===== config.mk =====
export PLATFORM = sky130hd
export DESIGN_NAME = reset_startup_strap
export DESIGN_NICKNAME = d
export VERILOG_FILES = /design/src/design/strap_pkg.sv /design/src/design/pin_sync.sv /design/src/design/reset_startup_strap.sv
export SDC_FILE = /design/constraint.sdc
export NUM_CORES = 1
export LEC_CHECK = 0
export ABC_CLOCK_PERIOD_IN_PS = 2900
export BUFFER_PORTS_ARGS = -buffer_cell sky130_fd_sc_hd__buf_2
export CORE_AREA = 2 2 84 86
export DETAILED_ROUTE_END_ITERATION = 8
export DIE_AREA = 0 0 86 88
export SYNTH_ARGS = -nofsm -noshare
export SYNTH_HDL_FRONTEND = slang
export SYNTH_SLANG_ARGS = --single-unit

===== constraint.sdc =====
create_clock -name clk -period 2.9 [get_ports clk]
set_input_delay 0.145 -clock clk [delete_from_list [all_inputs] [get_ports clk]]
set_output_delay 0.145 -clock clk [all_outputs]
set_load 0.01 [all_outputs]

===== src/design/strap_pkg.sv =====
// Shared constants and types for the reset, start-up strap and status pin block
package strap_pkg;
   // Bit positions of the start-up option pins in the strap pin vectors
   localparam int PIN_COUNT = 9;
   localparam int PIN_TX = 0;
   localparam int PIN_ERR = 1;
   localparam int PIN_AUDIO = 2;
   localparam int PIN_RATE = 3;
   localparam int PIN_BLOCK = 4;
   localparam int PIN_STATUS = 5;
   localparam int PIN_USER = 6;
   localparam int PIN_GENERAL_OUTPUT_TWO = 7;
   localparam int PIN_SERIAL_DATA_OUTPUT = 8;

   // Pins that stay strap inputs in software mode, and the pins driven after sampling in each mode
   localparam logic [8:0] SW_PIN_MASK = 9'h180;
   localparam logic [8:0] SW_DRIVE_MASK = 9'h181;
   localparam logic [8:0] HW_DRIVE_MASK = 9'h1ff;
   // Reset values: every enable released, every level low
   localparam logic [8:0] OEN_RELEASED = 9'h1ff;
   localparam logic [8:0] PIN_LOW = 9'h000;

   // Block-start timing in frames after the Z preamble
   localparam logic [4:0] BLOCK_LEAD_FRAMES = 5'h02;
   localparam logic [4:0] BLOCK_HIGH_FRAMES = 5'h10;
   localparam logic [4:0] BLOCK_END_FRAMES = 5'h12;

   // Status/user bit buffer depth
   localparam logic [1:0] BUF_DEPTH = 2'h2;

   // Clock rate
   localparam int CLK_PERIOD_NS = 25;

   // Start-up phases
   typedef enum logic [1:0] {ST_SAMPLE, ST_LOW_POWER, ST_SETTLE, ST_ACTIVE} phase_t;
endpackage


===== src/design/pin_sync.sv =====
// Two-flop synchroniser for a group of asynchronous pin levels
`timescale 1ns/10ps
`default_nettype none
module pin_sync #(
   parameter int WIDTH = 1
) (
   // Clock
   input wire logic clk,
   // Asynchronous levels in, synchronised levels out
   input wire logic [WIDTH-1:0] asyncIn,
   output logic [WIDTH-1:0] syncOut
);
   logic [WIDTH-1:0] meta_reg;
   logic [WIDTH-1:0] sync_reg;

   // Elaboration check: a chain of no bits cannot be built
   if (WIDTH < 1) begin : gBadWidth
      $error("pin_sync WIDTH must be at least 1");
   end

   // No reset: the chain must keep tracking the pins while reset is held
   always_ff @(posedge clk) begin
      meta_reg <= asyncIn;
      sync_reg <= meta_reg;
   end

   assign syncOut = sync_reg;
endmodule
`default_nettype wire


===== src/design/reset_startup_strap.sv =====
// Reset, start-up strap sampling and hardware-mode status pin driver
`timescale 1ns/10ps
`default_nettype none
module reset_startup_strap #(
   parameter logic [3:0] ID_CODE = 4'ha,  // Arbitrary value
   parameter logic [3:0] REV_CODE = 4'h3  // Arbitrary value
) (
   // Clock and reset
   input wire logic clk,
   input wire logic reset,
   // Start-up option pins: level in, level out, enable low while driving
   input wire logic [8:0] strapPinIn,
   output logic [8:0] strapPinOut,
   output logic [8:0] strapPinOeN,
   // Asynchronous pins
   input wire logic [3:0] rxInputs,
   input wire logic [1:0] passthroughInputSelect,
   input wire logic outputWordClock,
   // Receiver events and levels on this clock
   input wire logic zPreamble,
   input wire logic frameStrobe,
   input wire logic rmckRise,
   input wire logic receiverError,
   input wire logic nonValid,
   input wire logic pcmValid,
   input wire logic rateAtMost48,
   input wire logic rateAtLeast881,
   input wire logic pllLocked,
   input wire logic serialDataIn,
   input wire logic gpo2Source,
   input wire logic runBit,
   // Channel status and user bit stream
   input wire logic bitsValid,
   input wire logic statusBitIn,
   input wire logic userBitIn,
   output logic bitsReady,
   // Sampled options and status
   output logic hardwareMode,
   output logic [8:0] strapValues,
   output logic lowPower,
   output logic audioOutEnable,
   output logic [3:0] idCode,
   output logic [3:0] revCode
);
   // Synchronised pins
   logic [8:0] strapSync;
   logic [3:0] rxSync;
   logic [1:0] selSync;
   logic wclkSync;

   pin_sync #(.WIDTH(16)) syncPins (
      .clk(clk),
      .asyncIn({outputWordClock, passthroughInputSelect, rxInputs, strapPinIn}),
      .syncOut({wclkSync, selSync, rxSync, strapSync})
   );

   // Start-up control state
   strap_pkg::phase_t state_reg, state_next;
   logic [8:0] strap_reg, strap_next;
   logic hwMode_reg, hwMode_next;
   logic lowPower_reg, lowPower_next;
   logic audioEn_reg, audioEn_next;
   logic [3:0] id_reg, rev_reg;
   logic running;

   assign running = (state_reg == strap_pkg::ST_SETTLE) || (state_reg == strap_pkg::ST_ACTIVE);

   // Phase sequencing; the sample phase is the first cycle after reset release
   always_comb begin
      state_next = state_reg;
      strap_next = strap_reg;
      hwMode_next = hwMode_reg;
      unique case (state_reg)
         strap_pkg::ST_SAMPLE: begin
            hwMode_next = ~strapSync[strap_pkg::PIN_SERIAL_DATA_OUTPUT];
            if (strapSync[strap_pkg::PIN_SERIAL_DATA_OUTPUT]) begin
               strap_next = strapSync & strap_pkg::SW_PIN_MASK;
               state_next = strap_pkg::ST_LOW_POWER;
            end else begin
               strap_next = strapSync;
               state_next = strap_pkg::ST_SETTLE;
            end
         end
         strap_pkg::ST_LOW_POWER: begin
            if (runBit) begin
               state_next = strap_pkg::ST_SETTLE;
            end
         end
         strap_pkg::ST_SETTLE: begin
            if (!hwMode_reg && !runBit) begin
               state_next = strap_pkg::ST_LOW_POWER;
            end else if (pllLocked) begin
               state_next = strap_pkg::ST_ACTIVE;
            end
         end
         strap_pkg::ST_ACTIVE: begin
            if (!hwMode_reg && !runBit) begin
               state_next = strap_pkg::ST_LOW_POWER;
            end else if (!pllLocked) begin
               state_next = strap_pkg::ST_SETTLE;
            end
         end
      endcase
      lowPower_next = (state_next == strap_pkg::ST_SAMPLE) || (state_next == strap_pkg::ST_LOW_POWER);
      audioEn_next = (state_next == strap_pkg::ST_ACTIVE);
   end

   // Straps change only in the sample phase, so they hold until reset
   always_ff @(posedge clk) begin
      if (reset) begin
         state_reg <= strap_pkg::ST_SAMPLE;
         strap_reg <= strap_pkg::PIN_LOW;
         hwMode_reg <= 1'b0;
         lowPower_reg <= 1'b1;
         audioEn_reg <= 1'b0;
         id_reg <= 4'h0;
         rev_reg <= 4'h0;
      end else begin
         state_reg <= state_next;
         strap_reg <= strap_next;
         hwMode_reg <= hwMode_next;
         lowPower_reg <= lowPower_next;
         audioEn_reg <= audioEn_next;
         id_reg <= ID_CODE;
         rev_reg <= REV_CODE;
      end
   end

   // Block-start timing
   logic [4:0] frameCnt_reg, frameCnt_next;
   logic tracking_reg, tracking_next;
   logic blockPin_reg, blockPin_next;
   logic blockTarget;

   assign blockTarget = tracking_reg && (frameCnt_reg >= strap_pkg::BLOCK_LEAD_FRAMES)
                        && (frameCnt_reg < strap_pkg::BLOCK_END_FRAMES);

   // A new Z preamble restarts the count even mid-block
   always_comb begin
      frameCnt_next = frameCnt_reg;
      tracking_next = tracking_reg;
      blockPin_next = blockPin_reg;
      if (!running) begin
         frameCnt_next = 5'h00;
         tracking_next = 1'b0;
      end else if (zPreamble) begin
         frameCnt_next = 5'h00;
         tracking_next = 1'b1;
      end else if (frameStrobe && tracking_reg) begin
         frameCnt_next = frameCnt_reg + 5'h01;
         if (frameCnt_next == strap_pkg::BLOCK_END_FRAMES) begin
            tracking_next = 1'b0;
         end
      end
      if (rmckRise) begin
         blockPin_next = blockTarget;
      end
   end

   always_ff @(posedge clk) begin
      if (reset) begin
         frameCnt_reg <= 5'h00;
         tracking_reg <= 1'b0;
         blockPin_reg <= 1'b0;
      end else begin
         frameCnt_reg <= frameCnt_next;
         tracking_reg <= tracking_next;
         blockPin_reg <= blockPin_next;
      end
   end

   // Status/user bit buffer and pin drivers
   logic [1:0] buf_reg [0:1];
   logic [1:0] buf_next [0:1];
   logic [1:0] count_reg, count_next;
   logic ready_reg, ready_next;
   logic wclkPrev_reg;
   logic ratePin_reg, ratePin_next;
   logic [8:0] pinOut_reg, pinOut_next;
   logic [8:0] pinOeN_reg, pinOeN_next;
   logic push, pop, txPick;

   assign txPick = rxSync[selSync];
   assign push = bitsValid && ready_reg;
   assign pop = running && (wclkSync != wclkPrev_reg) && (count_reg != 2'h0);

   // Two-entry FIFO drained one word per word-clock edge; a stall back-pressures the source
   always_comb begin
      logic [1:0] wrIdx;
      wrIdx = 2'h0;
      buf_next[0] = buf_reg[0];
      buf_next[1] = buf_reg[1];
      count_next = count_reg;
      pinOut_next = pinOut_reg;
      pinOeN_next = pinOeN_reg;
      ratePin_next = ratePin_reg;
      if (pop) begin
         buf_next[0] = buf_reg[1];
         pinOut_next[strap_pkg::PIN_STATUS] = buf_reg[0][1];
         pinOut_next[strap_pkg::PIN_USER] = buf_reg[0][0];
      end
      if (!running) begin
         count_next = 2'h0;
      end else begin
         wrIdx = count_reg - {1'b0, pop};
         if (push) begin
            buf_next[wrIdx[0]] = {statusBitIn, userBitIn};
         end
         count_next = count_reg + {1'b0, push} - {1'b0, pop};
      end
      ready_next = running && (count_next < strap_pkg::BUF_DEPTH);
      if (rateAtLeast881) begin
         ratePin_next = 1'b1;
      end else if (rateAtMost48) begin
         ratePin_next = 1'b0;
      end
      if (state_reg == strap_pkg::ST_SAMPLE) begin
         pinOeN_next = ~(hwMode_next ? strap_pkg::HW_DRIVE_MASK : strap_pkg::SW_DRIVE_MASK);
      end
      if (running) begin
         pinOut_next[strap_pkg::PIN_TX] = txPick;
         pinOut_next[strap_pkg::PIN_ERR] = receiverError
                                           || (!strap_reg[strap_pkg::PIN_ERR] && nonValid);
         pinOut_next[strap_pkg::PIN_AUDIO] = ~pcmValid;
         pinOut_next[strap_pkg::PIN_RATE] = ratePin_next;
         pinOut_next[strap_pkg::PIN_BLOCK] = blockPin_next;
         pinOut_next[strap_pkg::PIN_GENERAL_OUTPUT_TWO] = gpo2Source;
         pinOut_next[strap_pkg::PIN_SERIAL_DATA_OUTPUT] = serialDataIn && audioEn_next;
      end else begin
         pinOut_next = strap_pkg::PIN_LOW;
      end
   end

   always_ff @(posedge clk) begin
      if (reset) begin
         buf_reg[0] <= 2'h0;
         buf_reg[1] <= 2'h0;
         count_reg <= 2'h0;
         ready_reg <= 1'b0;
         wclkPrev_reg <= 1'b0;
         ratePin_reg <= 1'b0;
         pinOut_reg <= strap_pkg::PIN_LOW;
         pinOeN_reg <= strap_pkg::OEN_RELEASED;
      end else begin
         buf_reg[0] <= buf_next[0];
         buf_reg[1] <= buf_next[1];
         count_reg <= count_next;
         ready_reg <= ready_next;
         wclkPrev_reg <= wclkSync;
         ratePin_reg <= ratePin_next;
         pinOut_reg <= pinOut_next;
         pinOeN_reg <= pinOeN_next;
      end
   end

   // Outputs straight from flops
   assign strapPinOut = pinOut_reg;
   assign strapPinOeN = pinOeN_reg;
   assign bitsReady = ready_reg;
   assign hardwareMode = hwMode_reg;
   assign strapValues = strap_reg;
   assign lowPower = lowPower_reg;
   assign audioOutEnable = audioEn_reg;
   assign idCode = id_reg;
   assign revCode = rev_reg;
endmodule
`default_nettype wire


==> reports/qor.log, run 1 <==
qor: drt.router_iterations_before_antenna_repair 4
qor: synth.synth_enable_flop_cells 0
qor: finish.final_cell_mix sky130_fd_sc_hd__dfxtp_1 (74), sky130_fd_sc_hd__buf_2 (67), sky130_fd_sc_hd__nand2_1 (23)
qor: grt.via_count_of_the_first_global_routing_pass 1,569
qor: drt.routed_wirelength 4.22 mm
qor: floorplan.core_area 6640 um^2
qor: clocking.tritoncts yes
qor: drt.route.antenna.remaining_nets 0
qor: setup_path.crit_path_cell_trace o21ai_0 > nor2_4 > xnor2_1 > ha_1 > xnor2_1 > xnor2_1 > and2_1
qor: setup_path.worst-r2r-setup-slack 0.99 ns
qor: synth.ys_async_rst_share 0%
qor: sta.final-max-slew-violation-count 0
qor: grt.grtUsageTotal 11.9%
qor: place.hpwlAfterDp 2.85 mm
qor: flow_run.max_cap_viols 0
qor: clocking.clockRootBuffer sky130_fd_sc_hd__clkbuf_8
qor: clocking.tritoncts_num_sinks 74
qor: finish.drive_above_1_share 28.1%
qor: place.place.port_buffers 67
qor: setup_path.endpoint_of_the_worst_setup_timing_path count_reg[1]$_SDFF_PP0_
qor: sta.timing.hold.ws 0.0507 ns
qor: finish.final_nets 342
qor: setup_path.cp_data_required_time 3.12 ns
qor: setup_path.critical-path-max-stage-delay 0.54 ns
qor: floorplan.die_width 86 um
qor: sta.rsz0062_at_grt false
qor: drt.first_iter_violations 59
qor: power_and_ir_drop.leakage 1.33 nW
qor: synth.yosysWarnings 0
qor: place.finalWeightedCongestion 0.720
qor: finish.area_added_between_synthesis_and_finish 28.0%
qor: clocking.clkSlewWorstSetupHoldPaths 0.08 ns
qor: grt.globalRoute.totalOverflow 0
qor: power_and_ir_drop.peakVddDrop 345 uV
qor: synth.netlist-cell-type-count 35
qor: drt.vias 1,699
qor: grt.antenna_found_initial 0
qor: clocking.clock_insertion_delay_worst_skew 0.33 ns
qor: clocking.postCtsSetupRepairBufs 0
qor: setup_path.crit_path_max_fanout 12
qor: grt.grt_max_degree 21
qor: sta.worst_slew_pin_slew 0.581 ns
qor: drt.post-route-drc-count 0
qor: power_and_ir_drop.power.sequential.fraction 55.4%
qor: setup_path.critPathArrivalTime 2.13 ns
qor: power_and_ir_drop.power.share.combinational 9.1%
qor: synth.synth.top_cell.area_share 61.5%
qor: power_and_ir_drop.power.share.switching 25.6%
qor: floorplan.floorplan.initialDensity 36.3%
qor: setup_path.rr_worst_depth 7
qor: sta.timing_hold_violations_final 0
qor: hold_path.worst_hold_check_path_type in -> reg
qor: floorplan.die_area 7570 um^2
qor: setup_path.start_kind flip-flop
qor: grt.first_pass_grt_wire_length 6.98 mm
qor: finish.final-instance-count-excl-fill 390
qor: setup_path.worst_path_max_delay_cell sky130_fd_sc_hd__dfxtp_1
qor: power_and_ir_drop.p_int 1.47 mW
qor: sta.setup_slack 0.993 ns
qor: synth.synth.ff_latch_count 74
qor: power_and_ir_drop.power_frac_clock 35.5%
qor: place.placed_cells 356
qor: sta.min_period 1.91 ns
qor: floorplan.ioPinCount 72
qor: sta.period_share 65.8%
qor: setup_path.r2r-end count_reg[1]$_SDFF_PP0_
qor: sta.final-setup-viol-count 0
qor: floorplan.row_count 30
qor: sta.skew 0.00920 ns
qor: finish.final_design_area_no_fill 3080 um^2
qor: clocking.number_of_buffers_added_by_the_clock_tree_synthesis_step 9
qor: drt.drt-wirelength-per-cell 10.8 um
qor: finish.num_antenna_cells 0
qor: place.pre_cts_slack 1.02 ns
qor: sta.timing.setup.tns 0 ns
qor: synth.synth_cells 226
qor: synth.synth_top_cell_by_area sky130_fd_sc_hd__dfxtp_1
qor: sta.max_freq 0.524 GHz
qor: power_and_ir_drop.power_density 642 nW/um^2
qor: setup_path.critical_path.endpoint_type flip-flop
qor: floorplan.dieHeight 88 um
qor: setup_path.worst_setup_sp state_reg[1]$_SDFF_PP0_
qor: hold_path.hp-start receiverError
qor: clocking.ctsLongestPathBuffers 2
qor: run_status.outcome finished, final reports clean
qor: synth.ys.flop_type sky130_fd_sc_hd__dfxtp_1
qor: synth.syn_area_per_cell 10.7 um^2
qor: synth.synthesis.area 2410 um^2
qor: finish.filler_cell_count 624
qor: setup_path.cp_common_cell sky130_fd_sc_hd__xnor2_1
qor: finish.most_frequent_standard_cell_in_the_layout_excluding_fill_and_tap_cells sky130_fd_sc_hd__dfxtp_1
qor: power_and_ir_drop.switching_power 0.507 mW
qor: clocking.htreeDepth 3
qor: setup_path.r2r_start state_reg[1]$_SDFF_PP0_
qor: drt.vias_per_cell 4.36
qor: synth.synthTopCellsByArea sky130_fd_sc_hd__dfxtp_1 (62%), sky130_fd_sc_hd__buf_4 (4.4%), sky130_fd_sc_hd__nand2_1 (3.6%), sky130_fd_sc_hd__a21oi_1 (3.3%), sky130_fd_sc_hd__nor2_1 (3.0%)
qor: place.placed_area 2730 um^2
qor: setup_path.worst-setup-path-type reg -> reg
qor: synth.part_of_the_yosys_area_used_for_sequential_elements 61.5%
qor: sta.slew-limit-headroom 61.1%
[worst max-delay path, delay by kind of cell, from the launching register on]
family                     cells  cell delay [ns]
DFF                            1             0.54
xor gates and xnor gates       3             0.37
adders and majority gates      1             0.20
and+or+nand+nor                2             0.41
AOI/OAI and AO/OA              1             0.28
[layer usage]
| metal | track usage, % | up-vias | part of all wire [%] |
|---|---|---|---|
| li1 | - | 888 | - |
| met1 | 14.8 | 759 | 46 |
| met2 | 18.8 | 48 | 47 |
| met3 | 5.18 | 4 | 6.1 |
| met4 | 3.46 | 0 | 0.90 |
| met5 | 0 | - | 0 |
[through the flow]
step                power [mW]  utilization, %
detailed placement        1.28            41.0
global placement          1.28            41.0
global route              2.09            46.4
finish                    1.98            46.4
CTS                       2.01            46.4
floorplan                 1.23               -
[cell families after synthesis]
logic type | Yosys count | share of synthesized area [%]
flip-flops | 74 | 61.5
XOR/XNOR | 8 | 3.22
AO/OA/AOI/OAI | 26 | 6.34
AND/OR/NAND/NOR | 76 | 15.7
buffers and inverters | 28 | 6.60
multiplexers | 9 | 4.42
adder cells (fa/ha/maj) | 4 | 2.08
other | 1 | 0.156
[cell usage after synthesis, types with 2 or more instances]
cell	instances
sky130_fd_sc_hd__a21oi_1	16
sky130_fd_sc_hd__xor2_1	3
sky130_fd_sc_hd__inv_1	8
sky130_fd_sc_hd__dfxtp_1	74
sky130_fd_sc_hd__nor3b_1	2
sky130_fd_sc_hd__nand3b_1	7
sky130_fd_sc_hd__nor3_1	5
sky130_fd_sc_hd__nand2_1	23
sky130_fd_sc_hd__clkbuf_1	4
sky130_fd_sc_hd__mux2i_1	7
sky130_fd_sc_hd__nor2_1	19
sky130_fd_sc_hd__ha_1	4
sky130_fd_sc_hd__nand3_1	2
sky130_fd_sc_hd__o21ai_0	3
sky130_fd_sc_hd__and2_1	7
sky130_fd_sc_hd__nor2b_1	5
sky130_fd_sc_hd__a221oi_1	2
sky130_fd_sc_hd__xnor2_1	4
sky130_fd_sc_hd__nand4_1	2
sky130_fd_sc_hd__buf_4	14
[area by class of cell]
type | instances | area (um^2) | share of cell area (%)
inverters | 8 | 30.0 | 0.974
repair buffers | 85 | 515 | 16.7
well taps | 80 | 100 | 3.25
clock inverters | 6 | 48.8 | 1.58
flip-flops and latches | 74 | 1480 | 48.1
multi-input cells | 127 | 779 | 25.3
clock buffers | 10 | 128 | 4.14
[how the worst min path moves through the flow]
stage	endpoint	slack, ns	cells past startpoint
after CTS	strapPinOut[1]$_SDFF_PP0_	0.03	3
final	strapPinOut[1]$_SDFF_PP0_	0.05	3
after global routing	strapPinOut[1]$_SDFF_PP0_	0.05	3
after global placement	syncPins.meta_reg[8]$_DFF_P_	0.25	1
after detailed placement	syncPins.meta_reg[3]$_DFF_P_	0.25	1
after floorplan	syncPins.meta_reg[0]$_DFF_P_	0.17	0
[timing repair]
action | 4_1_cts | 5_1_grt
resized for setup | 0 | 0
hold buffers | 18 | 0
hold endpoints to repair | 18 | 0
[power by group through the flow]
stage | sequential (mW) | clock (mW) | combinational (mW)
floorplan | 1.12 | 0 | 0.107
global placement | 1.12 | 0 | 0.163
detailed placement | 1.12 | 0 | 0.164
CTS | 1.10 | 0.727 | 0.183
global route | 1.10 | 0.783 | 0.202
finish | 1.10 | 0.704 | 0.179
Power figures use the tool's default switching activity.
==> inputs of run 2 (changes only) <==
- ABC_CLOCK_PERIOD_IN_PS: 2900 -> 1550
- clock period: 2.9 -> 1.55 ns (I/O delays scaled with it)
==> reports/qor.log, run 2 (synthesis gave the netlist of run 1 again) <==
qor: grt.grtUsageTotal 12.9% [+0.99 points]
qor: clocking.clockRootBuffer sky130_fd_sc_hd__clkbuf_8
qor: clocking.clkSlewWorstSetupHoldPaths 0.08 ns [about the same]
qor: drt.router_iterations_before_antenna_repair 4 [unchanged]
qor: grt.globalRoute.totalOverflow 0 [unchanged]
qor: drt.drt-wirelength-per-cell 11.3 um [+4.3%]
qor: place.placed_cells 363 [+2.0%]
qor: finish.area_added_between_synthesis_and_finish 36.4%
qor: finish.drive_above_1_share 29.4% [+1.4 points]
qor: clocking.htreeDepth 3 [unchanged]
qor: drt.vias_per_cell 4.40 [+0.92%]
qor: place.pre_cts_slack 0.0222 ns [-1.00 ns]
qor: sta.rsz0062_at_grt true
qor: sta.timing_hold_violations_final 0 [unchanged]
qor: grt.antenna_found_initial 0 [unchanged]
qor: sta.period_share 97.4% [+32 points]
qor: run_status.outcome finished, final reports clean
qor: clocking.tritoncts_num_sinks 74 [unchanged]
qor: finish.layout.core_utilization 49.4% [+3.0 points]
qor: clocking.ctsLongestPathBuffers 2 [unchanged]
qor: drt.vias 1,785 [+5.1%]
qor: setup_path.crit_path_cell_trace xnor2_2 > buf_4 > mux2i_4 > nand4_1 > a221oi_1
qor: grt.grt_max_degree 15 [-29%]
qor: power_and_ir_drop.power_density 1240 nW/um^2 [+94%]
qor: setup_path.critical_path.endpoint_type flip-flop
qor: sta.skew 0.00650 ns [-0.00270 ns]
qor: drt.routed_wirelength 4.58 mm [+8.6%]
qor: drt.route.antenna.remaining_nets 0 [unchanged]
qor: flow_run.max_cap_viols 0 [unchanged]
qor: setup_path.critical-path-max-stage-delay 0.33 ns [-0.21 ns]
qor: finish.final_nets 358 [+4.7%]
qor: clocking.clock_insertion_delay_worst_skew 0.34 ns [about the same]
qor: setup_path.critical_path.top_delay_family flip-flops
qor: clocking.tritoncts yes
qor: place.finalWeightedCongestion 0.741 [+3.0%]
qor: power_and_ir_drop.leakage 1.43 nW [+7.9%]
qor: finish.final-instance-count-excl-fill 406 [+4.1%]
qor: sta.setup_slack 0.0409 ns [-0.952 ns]
qor: setup_path.worst-setup-path-type reg -> reg
qor: floorplan.dieHeight 88 um [unchanged]
qor: hold_path.worst_hold_check_path_type in -> reg
qor: floorplan.die_width 86 um [unchanged]
qor: finish.most_frequent_standard_cell_in_the_layout_excluding_fill_and_tap_cells sky130_fd_sc_hd__dfxtp_1
qor: setup_path.crit_path_max_fanout 4 [-8]
qor: drt.first_iter_violations 112 [+90%]
qor: sta.max_freq 0.663 GHz [+26%]
qor: sta.min_period 1.51 ns [-0.398 ns]
qor: place.place.port_buffers 67 [unchanged]
qor: setup_path.worst-path-buf-inv 1 [+1]
qor: sta.final-max-slew-violation-count 0 [unchanged]
qor: setup_path.cp_data_required_time 1.80 ns [-1.32 ns]
qor: grt.via_count_of_the_first_global_routing_pass 1,715 [+9.3%]
qor: setup_path.start_kind flip-flop
qor: grt.first_pass_grt_wire_length 7.36 mm [+5.3%]
qor: power_and_ir_drop.post-layout-total-power 4.09 mW [+110%]
qor: floorplan.floorplan.initialDensity 36.3% [unchanged]
qor: setup_path.worst_path_max_delay_cell sky130_fd_sc_hd__dfxtp_1
qor: drt.post-route-drc-count 0 [unchanged]
qor: setup_path.critPathArrivalTime 1.75 ns [-0.38 ns]
qor: floorplan.core_area 6640 um^2 [unchanged]
qor: clocking.number_of_buffers_added_by_the_clock_tree_synthesis_step 9 [unchanged]
qor: floorplan.die_area 7570 um^2 [unchanged]
qor: power_and_ir_drop.peakVddDrop 949 uV [+180%]
qor: finish.num_antenna_cells 0 [unchanged]
qor: floorplan.ioPinCount 72 [unchanged]
qor: place.hpwlAfterDp 3.05 mm [+7.2%]
qor: finish.final_cell_mix sky130_fd_sc_hd__dfxtp_1 (74), sky130_fd_sc_hd__buf_2 (67), sky130_fd_sc_hd__dlygate4sd3_1 (27)
qor: sta.final-setup-viol-count 0 [unchanged]
qor: floorplan.row_count 30 [unchanged]
run 2: cell types whose count changed in the layout (fill, tap and decap cells not counted), sizes merged:
| cell | change |
|---|---|
| clkinvlp | -2 |
| clkinv | +1 |
| bufinv | +2 |
| clkbuf | -1 |
| buf | +7 |
| dlygate4sd3 | +9 |
run 2: stage by stage:
step	setup TNS, ns	hold slack, ns	area, um^2
finish	0	0.0248	3280
global placement	0	0.180	2780
global route	-0.0583	0.00817	3280
detailed placement	0	0.181	2780
CTS	0	0.000869	3270
floorplan	0	0.105	2420
run 2: report_power, final:
part / internal, mW / switching, mW / total [mW]
Combinational: 0.193 / 0.194 / 0.387
Clock: 0.920 / 0.733 / 1.65
Sequential: 2.00 / 0.0479 / 2.05
Total: 3.11 / 0.975 / 4.09
run 2: worst min-delay path: cells and delay by family:
kind            cells  cell delay, ns
simple gates        1            0.08
buf+inv             1            0.09
compound gates      1            0.09
run 2: worst paths after layout:
| kind | from | end | slack, ns | cells after the start |
|---|---|---|---|---|
| max | wclkPrev_reg$_SDFF_PP0_ | buf_reg[0][0]$_SDFF_PP0_ | 0.04 | 5 |
| min reg2reg | syncPins.meta_reg[7]$_DFF_P_ | syncPins.syncOut[7]$_DFF_P_ | 0.33 | 0 |
| min | rmckRise | blockPin_reg$_SDFF_PP0_ | 0.02 | 3 |
| max reg2reg | wclkPrev_reg$_SDFF_PP0_ | buf_reg[0][0]$_SDFF_PP0_ | 0.04 | 5 |
run 2: repair_timing:
action                     4_1_cts  5_1_grt
hold endpoints to repair        29        0
hold buffers                    27        0
buffers inserted                 0        0
setup endpoints to repair        0        4
resized for setup                0        2
run 2: area by class of cell:
type	instances	area [um^2]
Fill cell	586	3360
Clock inverter	7	98.8
Inverter	8	30.0
Multi-Input combinational cell	127	792
Sequential cell	74	1480
Tap cell	80	100
Clock buffer	9	124
Timing Repair Buffer	101	658
run 2: per-layer routing:
| layer | global-route usage [%] | up-vias | wire length (um) |
|---|---|---|---|
| met4 | 6.93 | 0 | 82 |
| met3 | 4.90 | 9 | 223 |
| met2 | 21.6 | 59 | 2260 |
| li1 | - | 916 | - |
| met1 | 14.1 | 801 | 2010 |
| met5 | 0 | - | 0 |
